$ cat config.mk
export PLATFORM = sky130hd
export DESIGN_NAME = qbp_ports
export DESIGN_NICKNAME = d
export VERILOG_FILES = /design/src/logic/qbp_pkg.sv /design/src/logic/qbp_quasi_port.sv /design/src/logic/qbp_ports.sv
export VERILOG_INCLUDE_DIRS = /design/src /design/src/logic
export SDC_FILE = /design/constraint.sdc
export NUM_CORES = 1
export LEC_CHECK = 0
export ABC_AREA = 1
export ABC_CLOCK_PERIOD_IN_PS = 1450
export BUFFER_PORTS_ARGS = -buffer_cell sky130_fd_sc_hd__buf_2
export CAP_MARGIN = 20
export CORE_MARGIN = 5
export CORE_UTILIZATION = 35
export CTS_CLUSTER_DIAMETER = 100
export CTS_CLUSTER_SIZE = 30
export DETAILED_ROUTE_END_ITERATION = 8
export GPL_TIMING_DRIVEN = 0
export MAX_ROUTING_LAYER = met4
export PLACE_DENSITY_LB_ADDON = 0.08
export SETUP_SLACK_MARGIN = 0.4
export SYNTH_ARGS = -nofsm -noshare
export SYNTH_HDL_FRONTEND = slang
export SYNTH_HIERARCHICAL = 1
export SYNTH_SLANG_ARGS = --single-unit
$ cat constraint.sdc
create_clock -name sys_clk -period 1.45 [get_ports sys_clk]
set_input_delay 0.3625 -clock sys_clk [delete_from_list [all_inputs] [get_ports sys_clk]]
set_output_delay 0.3625 -clock sys_clk [all_outputs]
set_load 0.05 [all_outputs]
$ cat src/logic/qbp_consts.svh
`ifndef QBP_CONSTS_SVH
`define QBP_CONSTS_SVH

// Port width and latch reset value
`define QBP_WIDTH         8
`define QBP_LATCH_RST     8'hff
`define QBP_ZERO          8'h00

// Strong high transition driver on-time
`define QBP_KICK_NS       16
`define QBP_CLK_NS        8
`define QBP_KICK_CYC      ((`QBP_KICK_NS + `QBP_CLK_NS - 1) / `QBP_CLK_NS)

// Second port alternate function bit positions
`define QBP_B_T2_IO       0
`define QBP_B_T2_TRIG     1
`define QBP_B_SER_RX      2
`define QBP_B_SER_TX      3
`define QBP_B_IRQ_RISE_A  4
`define QBP_B_IRQ_FALL_A  5
`define QBP_B_IRQ_RISE_B  6
`define QBP_B_IRQ_FALL_B  7

`endif

$ cat src/logic/qbp_pkg.sv
package qbp_pkg;

    typedef logic [7:0] qbp_byte_t;

    typedef struct packed {
        logic [7:0] latch;
        logic [7:0] kick;
        logic [1:0] cnt;
    } qbp_pin_state_t;

endpackage

$ cat src/logic/qbp_quasi_port.sv
`timescale 1ns/1ps
`include "qbp_consts.svh"

// One 8-bit quasi-bidirectional port: latch, strong pulldown, momentary kick
module qbp_quasi_port
    import qbp_pkg::*;
(
    // Clock and reset
    input  wire logic       sys_clk,
    input  wire logic       rst_b,
    // Software latch write
    input  wire logic       wr_en,
    input  wire qbp_byte_t  wr_data,
    // Alternate function override per bit
    input  wire qbp_byte_t  alt_en,
    input  wire qbp_byte_t  alt_val,
    // Pin drive
    output qbp_byte_t       latch,
    output qbp_byte_t       pull_low,
    output qbp_byte_t       kick_high,
    output qbp_byte_t       weak_up
);

    qbp_pin_state_t s_q;
    qbp_pin_state_t s_d;
    qbp_byte_t      lvl_q;
    qbp_byte_t      lvl_d;

    assign latch = s_q.latch;

    always_comb
    begin
        s_d = s_q;
        if (wr_en)
        begin
            s_d.latch = wr_data;
        end
        // Effective level: latch or alternate value
        lvl_d = (s_d.latch & ~alt_en) | (alt_val & alt_en);
        // Rising level arms the strong driver for a fixed time
        if ((lvl_d & ~lvl_q) != `QBP_ZERO)
        begin
            s_d.kick = s_d.kick | (lvl_d & ~lvl_q);
            s_d.cnt  = 2'(`QBP_KICK_CYC);
        end
        else if (s_q.cnt != 2'h0)
        begin
            s_d.cnt = s_q.cnt - 2'h1;
            if (s_q.cnt == 2'h1)
            begin
                s_d.kick = `QBP_ZERO;
            end
        end
        s_d.kick = s_d.kick & lvl_d;
    end

    always_ff @(posedge sys_clk or negedge rst_b)
    begin
        if (!rst_b)
        begin
            s_q       <= '{latch: `QBP_LATCH_RST, kick: `QBP_ZERO, cnt: 2'h0};
            lvl_q     <= `QBP_LATCH_RST;
            pull_low  <= `QBP_ZERO;
            kick_high <= `QBP_ZERO;
            weak_up   <= `QBP_LATCH_RST;
        end
        else
        begin
            s_q       <= s_d;
            lvl_q     <= lvl_d;
            pull_low  <= ~lvl_d;
            kick_high <= s_d.kick;
            weak_up   <= lvl_d;
        end
    end

endmodule // qbp_quasi_port

$ cat src/logic/qbp_ports.sv
`timescale 1ns/1ps
`include "qbp_consts.svh"

module qbp_ports
    import qbp_pkg::*;
(
    // Clock and reset
    input  wire logic       sys_clk,
    input  wire logic       rst_b,
    // Latch writes from the core
    input  wire logic       p0_wr,
    input  wire logic       p1_wr,
    input  wire logic       p2_wr,
    input  wire qbp_byte_t  wr_data,
    // External bus control from the core
    input  wire logic       bus_active,
    input  wire logic       bus_addr_phase,
    input  wire logic       bus_data_drive,
    input  wire qbp_byte_t  bus_addr_lo,
    input  wire qbp_byte_t  bus_data_out,
    input  wire qbp_byte_t  upper_address_byte,
    // Alternate outputs from peripherals
    input  wire logic       timer2_out_en,
    input  wire logic       timer2_out,
    input  wire logic       serial1_transmit_en,
    input  wire logic       serial1_transmit_out,
    // Pins: input, output, output enable
    input  wire qbp_byte_t  p0_pin_in,
    output qbp_byte_t       p0_pin_out,
    output qbp_byte_t       p0_pin_oe,
    input  wire qbp_byte_t  p1_pin_in,
    output qbp_byte_t       p1_pin_out,
    output qbp_byte_t       p1_pin_oe,
    output qbp_byte_t       p1_weak_up,
    input  wire qbp_byte_t  p2_pin_in,
    output qbp_byte_t       p2_pin_out,
    output qbp_byte_t       p2_pin_oe,
    output qbp_byte_t       p2_weak_up,
    // Synchronised pin levels to the core
    output qbp_byte_t       p0_level,
    output qbp_byte_t       p1_level,
    output qbp_byte_t       p2_level,
    output qbp_byte_t       muxed_addr_data_bus,
    // Second port alternate inputs
    output logic            timer2_ext_io,
    output logic            timer2_capture_reload_trigger,
    output logic            serial1_receive_in,
    output logic            ext_irq_rise_a,
    output logic            ext_irq_fall_a,
    output logic            ext_irq_rise_b,
    output logic            ext_irq_fall_b
);

    // All block state in one record, registered by a single process
    typedef struct packed {
        logic [7:0] p0_latch;
        logic [7:0] m0;
        logic [7:0] m2;
        logic [7:0] s1_0;
        logic [7:0] s1_1;
        logic [7:0] s1_2;
        logic [7:0] p0_out;
        logic [7:0] p0_oe;
        logic [7:0] p1_out;
        logic [7:0] p1_oe;
        logic [7:0] p2_out;
        logic [7:0] p2_oe;
        logic [7:0] lv0;
        logic [7:0] lv1;
        logic [7:0] lv2;
        logic [3:0] irq;
        logic       t2;
        logic       t2x;
        logic       rx;
    } qbp_top_state_t;

    qbp_top_state_t s_q;
    qbp_top_state_t s_d;
    qbp_byte_t      p1_alt_en, p1_alt_val;
    qbp_byte_t      p1_low, p1_kick, p1_weak;
    qbp_byte_t      p2_low, p2_kick, p2_weak;
    qbp_byte_t      p2_alt_en;
    qbp_byte_t      s1_new, s1_old;

    // Only timer and serial outputs override the second port latch
    always_comb
    begin
        p1_alt_en  = `QBP_ZERO;
        p1_alt_val = `QBP_ZERO;
        p1_alt_en[`QBP_B_T2_IO]   = timer2_out_en;
        p1_alt_val[`QBP_B_T2_IO]  = timer2_out;
        p1_alt_en[`QBP_B_SER_TX]  = serial1_transmit_en;
        p1_alt_val[`QBP_B_SER_TX] = serial1_transmit_out;
        // Bus mode hands the whole upper-address port to the address
        p2_alt_en = bus_active ? 8'hff : `QBP_ZERO;
    end

    // Both quasi ports share one module; the open-drain port is handled here
    qbp_quasi_port u_port1 (
        .sys_clk   (sys_clk),
        .rst_b     (rst_b),
        .wr_en     (p1_wr),
        .wr_data   (wr_data),
        .alt_en    (p1_alt_en),
        .alt_val   (p1_alt_val),
        .latch     (),
        .pull_low  (p1_low),
        .kick_high (p1_kick),
        .weak_up   (p1_weak)
    );

    qbp_quasi_port u_port2 (
        .sys_clk   (sys_clk),
        .rst_b     (rst_b),
        .wr_en     (p2_wr),
        .wr_data   (wr_data),
        .alt_en    (p2_alt_en),
        .alt_val   (upper_address_byte),
        .latch     (),
        .pull_low  (p2_low),
        .kick_high (p2_kick),
        .weak_up   (p2_weak)
    );

    // Every output is a state bit; weak pullup flags are registered in the port
    assign p0_pin_out          = s_q.p0_out;
    assign p0_pin_oe           = s_q.p0_oe;
    assign p1_pin_out          = s_q.p1_out;
    assign p1_pin_oe           = s_q.p1_oe;
    assign p2_pin_out          = s_q.p2_out;
    assign p2_pin_oe           = s_q.p2_oe;
    assign p1_weak_up          = p1_weak;
    assign p2_weak_up          = p2_weak;
    assign p0_level            = s_q.lv0;
    assign p1_level            = s_q.lv1;
    assign p2_level            = s_q.lv2;
    assign muxed_addr_data_bus = s_q.lv0;
    assign timer2_ext_io                 = s_q.t2;
    assign timer2_capture_reload_trigger = s_q.t2x;
    assign serial1_receive_in            = s_q.rx;
    assign ext_irq_rise_a      = s_q.irq[0];
    assign ext_irq_fall_a      = s_q.irq[1];
    assign ext_irq_rise_b      = s_q.irq[2];
    assign ext_irq_fall_b      = s_q.irq[3];

    always_comb
    begin
        s_d    = s_q;
        s1_new = s_q.s1_1;
        s1_old = s_q.s1_2;
        if (p0_wr)
        begin
            s_d.p0_latch = wr_data;
        end
        if (bus_active)
        begin
            // Bus mode drives both levels, address then data
            // Read cycles release the port so the memory can drive data
            s_d.p0_out = bus_addr_phase ? bus_addr_lo : bus_data_out;
            s_d.p0_oe  = (bus_addr_phase || bus_data_drive) ? 8'hff : `QBP_ZERO;
        end
        else
        begin
            // Open drain: only ever pulls low, never high
            s_d.p0_out = `QBP_ZERO;
            s_d.p0_oe  = ~s_d.p0_latch;
        end
        // Extra stage keeps every pin drive straight from a flop
        s_d.p1_out = p1_kick;
        s_d.p1_oe  = p1_low | p1_kick;
        s_d.p2_out = p2_kick;
        s_d.p2_oe  = p2_low | p2_kick;
        // Two-flop synchronisers on ports 0 and 2; port 1 level and alternate inputs pass three flops
        s_d.m0     = p0_pin_in;
        s_d.lv0    = s_q.m0;
        s_d.s1_0   = p1_pin_in;
        s_d.s1_1   = s_q.s1_0;
        s_d.s1_2   = s_q.s1_1;
        s_d.lv1    = s_q.s1_1;
        s_d.m2     = p2_pin_in;
        s_d.lv2    = s_q.m2;
        s_d.t2     = s1_new[`QBP_B_T2_IO];
        s_d.t2x    = s1_new[`QBP_B_T2_TRIG];
        s_d.rx     = s1_new[`QBP_B_SER_RX];
        // Third stage of port 1 only serves as the previous sample
        // Pulses last one cycle; a slower core must latch them itself
        s_d.irq[0] = s1_new[`QBP_B_IRQ_RISE_A] & ~s1_old[`QBP_B_IRQ_RISE_A];
        s_d.irq[2] = s1_new[`QBP_B_IRQ_RISE_B] & ~s1_old[`QBP_B_IRQ_RISE_B];
        s_d.irq[1] = ~s1_new[`QBP_B_IRQ_FALL_A] & s1_old[`QBP_B_IRQ_FALL_A];
        s_d.irq[3] = ~s1_new[`QBP_B_IRQ_FALL_B] & s1_old[`QBP_B_IRQ_FALL_B];
    end

    always_ff @(posedge sys_clk or negedge rst_b)
    begin
        if (!rst_b)
        begin
            // Port 0 latch high leaves it undriven
            // Synchronisers start high like the pulled-up pins, so no false edge
            s_q <= '{p0_latch: `QBP_LATCH_RST, m0: `QBP_LATCH_RST, m2: `QBP_LATCH_RST,
                     s1_0: `QBP_LATCH_RST, s1_1: `QBP_LATCH_RST, s1_2: `QBP_LATCH_RST,
                     lv0: `QBP_LATCH_RST, lv1: `QBP_LATCH_RST, lv2: `QBP_LATCH_RST,
                     t2: 1'b1, t2x: 1'b1, rx: 1'b1, default: '0};
        end
        else
        begin
            s_q <= s_d;
        end
    end

endmodule // qbp_ports

After elaboration in Yosys (flattened, before gate mapping)
Cells that the tools add are included.
{"block": "totals", "ff_bits": 187, "inputBits": 68, "out_inout_bits": 103, "word_cells": 81}
{"block": "classes", "addsub": 2, "n_eq_ne": 2, "mux": 13, "n_bitwise": 29, "reduce_logical": 7}
{"op": "$mux 8", "n": 8}
{"op": "$and 8x8->8", "n": 7}
{"op": "$not 8->8", "n": 6}
{"op": "$or 8x8->8", "n": 6}
{"op": "$mux 10", "n": 4}
{"op": "$mux 16", "n": 1}
{"op": "$reduce_bool 8->1", "n": 2}
{"op": "$not 4->8", "n": 1}
{"op": "$reduce_bool 2->1", "n": 4}
{"op": "$and 1x1->1", "n": 4}
{"op": "$and 4x4->4", "n": 1}
{"op": "$eq 2x1->1 const B", "n": 2}
{"op": "$not 1->1", "n": 4}
{"op": "$sub 2x1->2 const B", "n": 2}
{"op": "$logic_or 1x1->1", "n": 1}

Longest topological paths before layout
{"block": "logic_depth", "depth_word": 8, "mapped_depth": 10, "depth_no_buf": 9}

Hierarchy
Netlist, hierarchy kept.
{"mod": "qbp_ports", "instances": 1, "cells_each": 292, "area_each_um2": 4032.6, "seq_area_each_um2": 2982.9}
{"mod": "qbp_quasi_port", "instances": 2, "cells_each": 189, "area_each_um2": 1706.6, "seq_area_each_um2": 870.8}

Worst setup path after synthesis
No wires, ideal clock.
{"block": "synth_timing", "path_type": "reg2reg", "start": "register u_port2.lvl_q[7]", "end": "register u_port2/s_q[3] in the netlist's numbering", "arrival_ns": 1.289, "required_ns": 1.337, "setup_slack_ns": 0.047, "path_stages_with_launch": 8, "n_path_buf": 0, "synth_period_minus_slack_ns": 1.403, "path_cell_list": "dfstp_2 > inv_1 > nand3_1 > nand2_2 > nor2_4 > nand3_1 > nand2_1 > inv_1"}
{"item": "start: declaration", "line_no": "qbp_quasi_port.sv:26", "rtl": "qbp_byte_t lvl_q;"}
{"item": "start signal: assignment", "line_no": "qbp_quasi_port.sv:62", "rtl": "lvl_q <= `QBP_LATCH_RST;"}
{"item": "start signal: assignment", "line_no": "qbp_quasi_port.sv:70", "rtl": "lvl_q <= lvl_d;"}
{"item": "end signal: assignment", "line_no": "qbp_quasi_port.sv:61", "rtl": "s_q <= '{latch: `QBP_LATCH_RST, kick: `QBP_ZERO, cnt: 2'h0};"}
{"item": "end: declaration", "line_no": "qbp_quasi_port.sv:24", "rtl": "qbp_pin_state_t s_q;"}

Worst setup path after layout
{"block": "layout_timing", "start": "register s_q, in the netlist p1_level[2]", "end": "output p1_level[2]"}
{"item": "start: declaration", "line_no": "qbp_ports.sv:77", "rtl": "qbp_top_state_t s_q;"}
{"item": "start signal: assignment", "line_no": "qbp_ports.sv:199", "rtl": "s_q <= '{p0_latch: `QBP_LATCH_RST, m0: `QBP_LATCH_RST, m2: `QBP_LATCH_RST,"}
{"item": "end: declaration", "line_no": "qbp_ports.sv:41", "rtl": "output qbp_byte_t p1_level,"}
No word-level cell between the ends.

==> key figures <==
Run status
  – Status: finished with violations
  – Failing checks: negative hold slack, negative setup slack

STA
  – RSZ-0062 raised after global routing: true
  – Final worst-path cycle share: 109%
  – Hold Vio Cnt, Final: 40
  – Hold WS: -0.0970 ns
  – Max Slew Vio Count: 0
  – Final setup skew: 0.00679 ns
  – Final critical-path required period: 1.58 ns
  – # setup viols final: 51
  – Worst rel slew slack: 62.0%
  – Setup TNS Final: -3.89 ns
  – PnR worst setup slack: -0.129 ns
  – Worst-Margin Slew: 0.570 ns
  – Max Clk Rate: 633 MHz

Pwr
  – Internal power: 0.0101 W
  – Sw Pwr: 0.00420 W
  – Maximum vdd ir drop: 0.000711 V
  – Pleak: 5.32 nW
  – Pwr Density: 1320 nW/um2
  – Clock network power share: 33.2%
  – Logic gate share of total power: 24.8%
  – Sw frac: 29.4%
  – Seq pwr share: 42.0%

Place
  – Port Buffers: 166
  – Placed Cells: 1,108
  – GPL Wtd Cong: 0.742
  – HPWL Detailed: 10,300 um

Job
  – Max_cap viols: 0

Die
  – Die Area: 23,900 um2
  – # IOs: 171
  – Chip width: 155 um
  – Die H: 155 um
  – Starting Density: 35.2%
  – Core Rows: 53
  – Core area: 20,800 um2

Global route
  – Grt total ovfl: 0
  – GR Util All Layers: 13.4%
  – Number of global-route vias before repair: 4,962
  – First-pass GRT wire length: 24,800 um
  – Initial antenna violation count: 0
  – Largest net degree at the start of global routing: 111

Drt
  – Vias/cell: 4.07
  – DRT antenna net count: 0
  – Drt pass-1 iters: 4
  – Routed WL per cell: 12.9 um
  – Final WL: 14,900 um
  – Via Count: 4,712
  – 1st-iter DRT viols: 145
  – Residual DRC: 0

Layout
  – Diodes inserted: 0
  – Max reg flops: 24
  – Layout Cells excl Fill: 1,157
  – Area grow syn2layout: 47.4%
  – Most common cell after layout, fill and taps aside: nand2_1
  – Most frequent cells in the layout: 116 x nand2_1, 101 x buf_8, 96 x dfstp_2
  – Layout cells sized above 1: 58.7%
  – Layout Nets: 937
  – Post-layout util: 51.8%

Hold path
  – Worst Hold Class: primary input to async pin

Synthesis
  – Syn Std Cell Area: 7330 um2
  – Synth warn: 6
  – Mean area per synthesized cell: 11.2 um2
  – Cells after Synth: 654

CTS
  – CTS max path bufs: 2
  – Root Buffer: clkbuf_16
  – Worst skew pair latency: 0.42 ns
  – CTS clk-pin slew, worst paths: 0.07 ns
  – CTS sink cnt: 184
  – Clock buffer count from CTS: 17
  – CTS tree: built
  – H-tree levels: 4

Worst setup path
  – Crit-path max FO: 2
  – Worst Setup End Kind: primary output
  – Worst Path Class, Setup: flop to primary output
  – Critical Path Source Type: flop
  – Critical Path RT: 1.09 ns
  – Arr. time, crit path: 1.22 ns
-- power groups by stage --
stage | clock network, W | logic, W | registers (W)
floorplan | 0 | 0.00182 | 0.00617
global placement | 0 | 0.00259 | 0.00601
detailed placement | 0 | 0.00263 | 0.00602
CTS | 0.00493 | 0.00354 | 0.00600
global route | 0.00515 | 0.00377 | 0.00605
finish | 0.00474 | 0.00354 | 0.00599
-- layout make-up --
| type | count | area (um2) |
|---|---|---|
| timing repair buffer | 183 | 2060 |
| inverter | 75 | 299 |
| fill | 1832 | 10000 |
| tap | 275 | 344 |
| clock inverter | 13 | 151 |
| clock buffer | 19 | 454 |
| multi-input combinational | 305 | 1690 |
| buffer | 103 | 1080 |
| sequential | 184 | 4720 |
-- worst max-delay path: stages (launching register included) --
cell and delay [ns]:
dfstp_2 0.57, buf_8 0.10, buf_8 0.13
-- metrics by stage --
stage / setup slack, ns / hold slack [ns] / cell area (um2) / total power (W)
final: -0.129 / -0.0970 / 10800 / 0.0143
after detailed placement: -0.324 / 0.347 / 8610 / 0.00865
after global routing: -0.183 / -0.0629 / 10800 / 0.0150
after floorplan: 0.0686 / 0.0669 / 7390 / 0.00799
after CTS: -0.148 / -0.0945 / 10700 / 0.0145
after global placement: -2.80 / 0.345 / 8570 / 0.00860
-- metal layers --
| layer | up-vias | share of wire, % | GRT usage (%) | wire length (um) |
|---|---|---|---|---|
| li1 | 2318 | - | - | - |
| met1 | 2252 | 45 | 17.0 | 6740 |
| met2 | 126 | 49 | 21.3 | 7240 |
| met3 | 16 | 4.9 | 3.25 | 730 |
| met4 | 0 | 1.3 | 4.63 | 197 |
| met5 | - | 0 | - | 0 |
-- path summary, 6_finish.rpt --
check | startpoint | end | slack (ns) | cells after the start
min in group sys_clk | p2_pin_in[1] | s_d[8] | 0.03 | 1
max in group asynchronous | rst_b | s1_new[4] | 0.64 | 2
setup reg to reg | u_port2/lvl_q[1] | u_port2/s_q[3] | 0.06 | 8
hold reg to reg | s_d[25] | muxed_addr_data_bus[2] | 0.36 | 0
setup / recovery | p1_level[2] | p1_level[2] | -0.13 | 2
hold / removal | rst_b | p2_pin_out[3] | -0.1 | 1
-- timing repair --
| item | 4_1_cts | 5_1_grt |
|---|---|---|
| setup endpoints to repair | 123 | 123 |
| setup buffers | 13 | 2 |
| resized for setup | 393 | 17 |
| endpoints found under the hold margin | 40 | 41 |
| pin swaps | 10 | 5 |
| gates cloned | 1 | 0 |
Note: power is estimated with default switching activity, not from simulation.
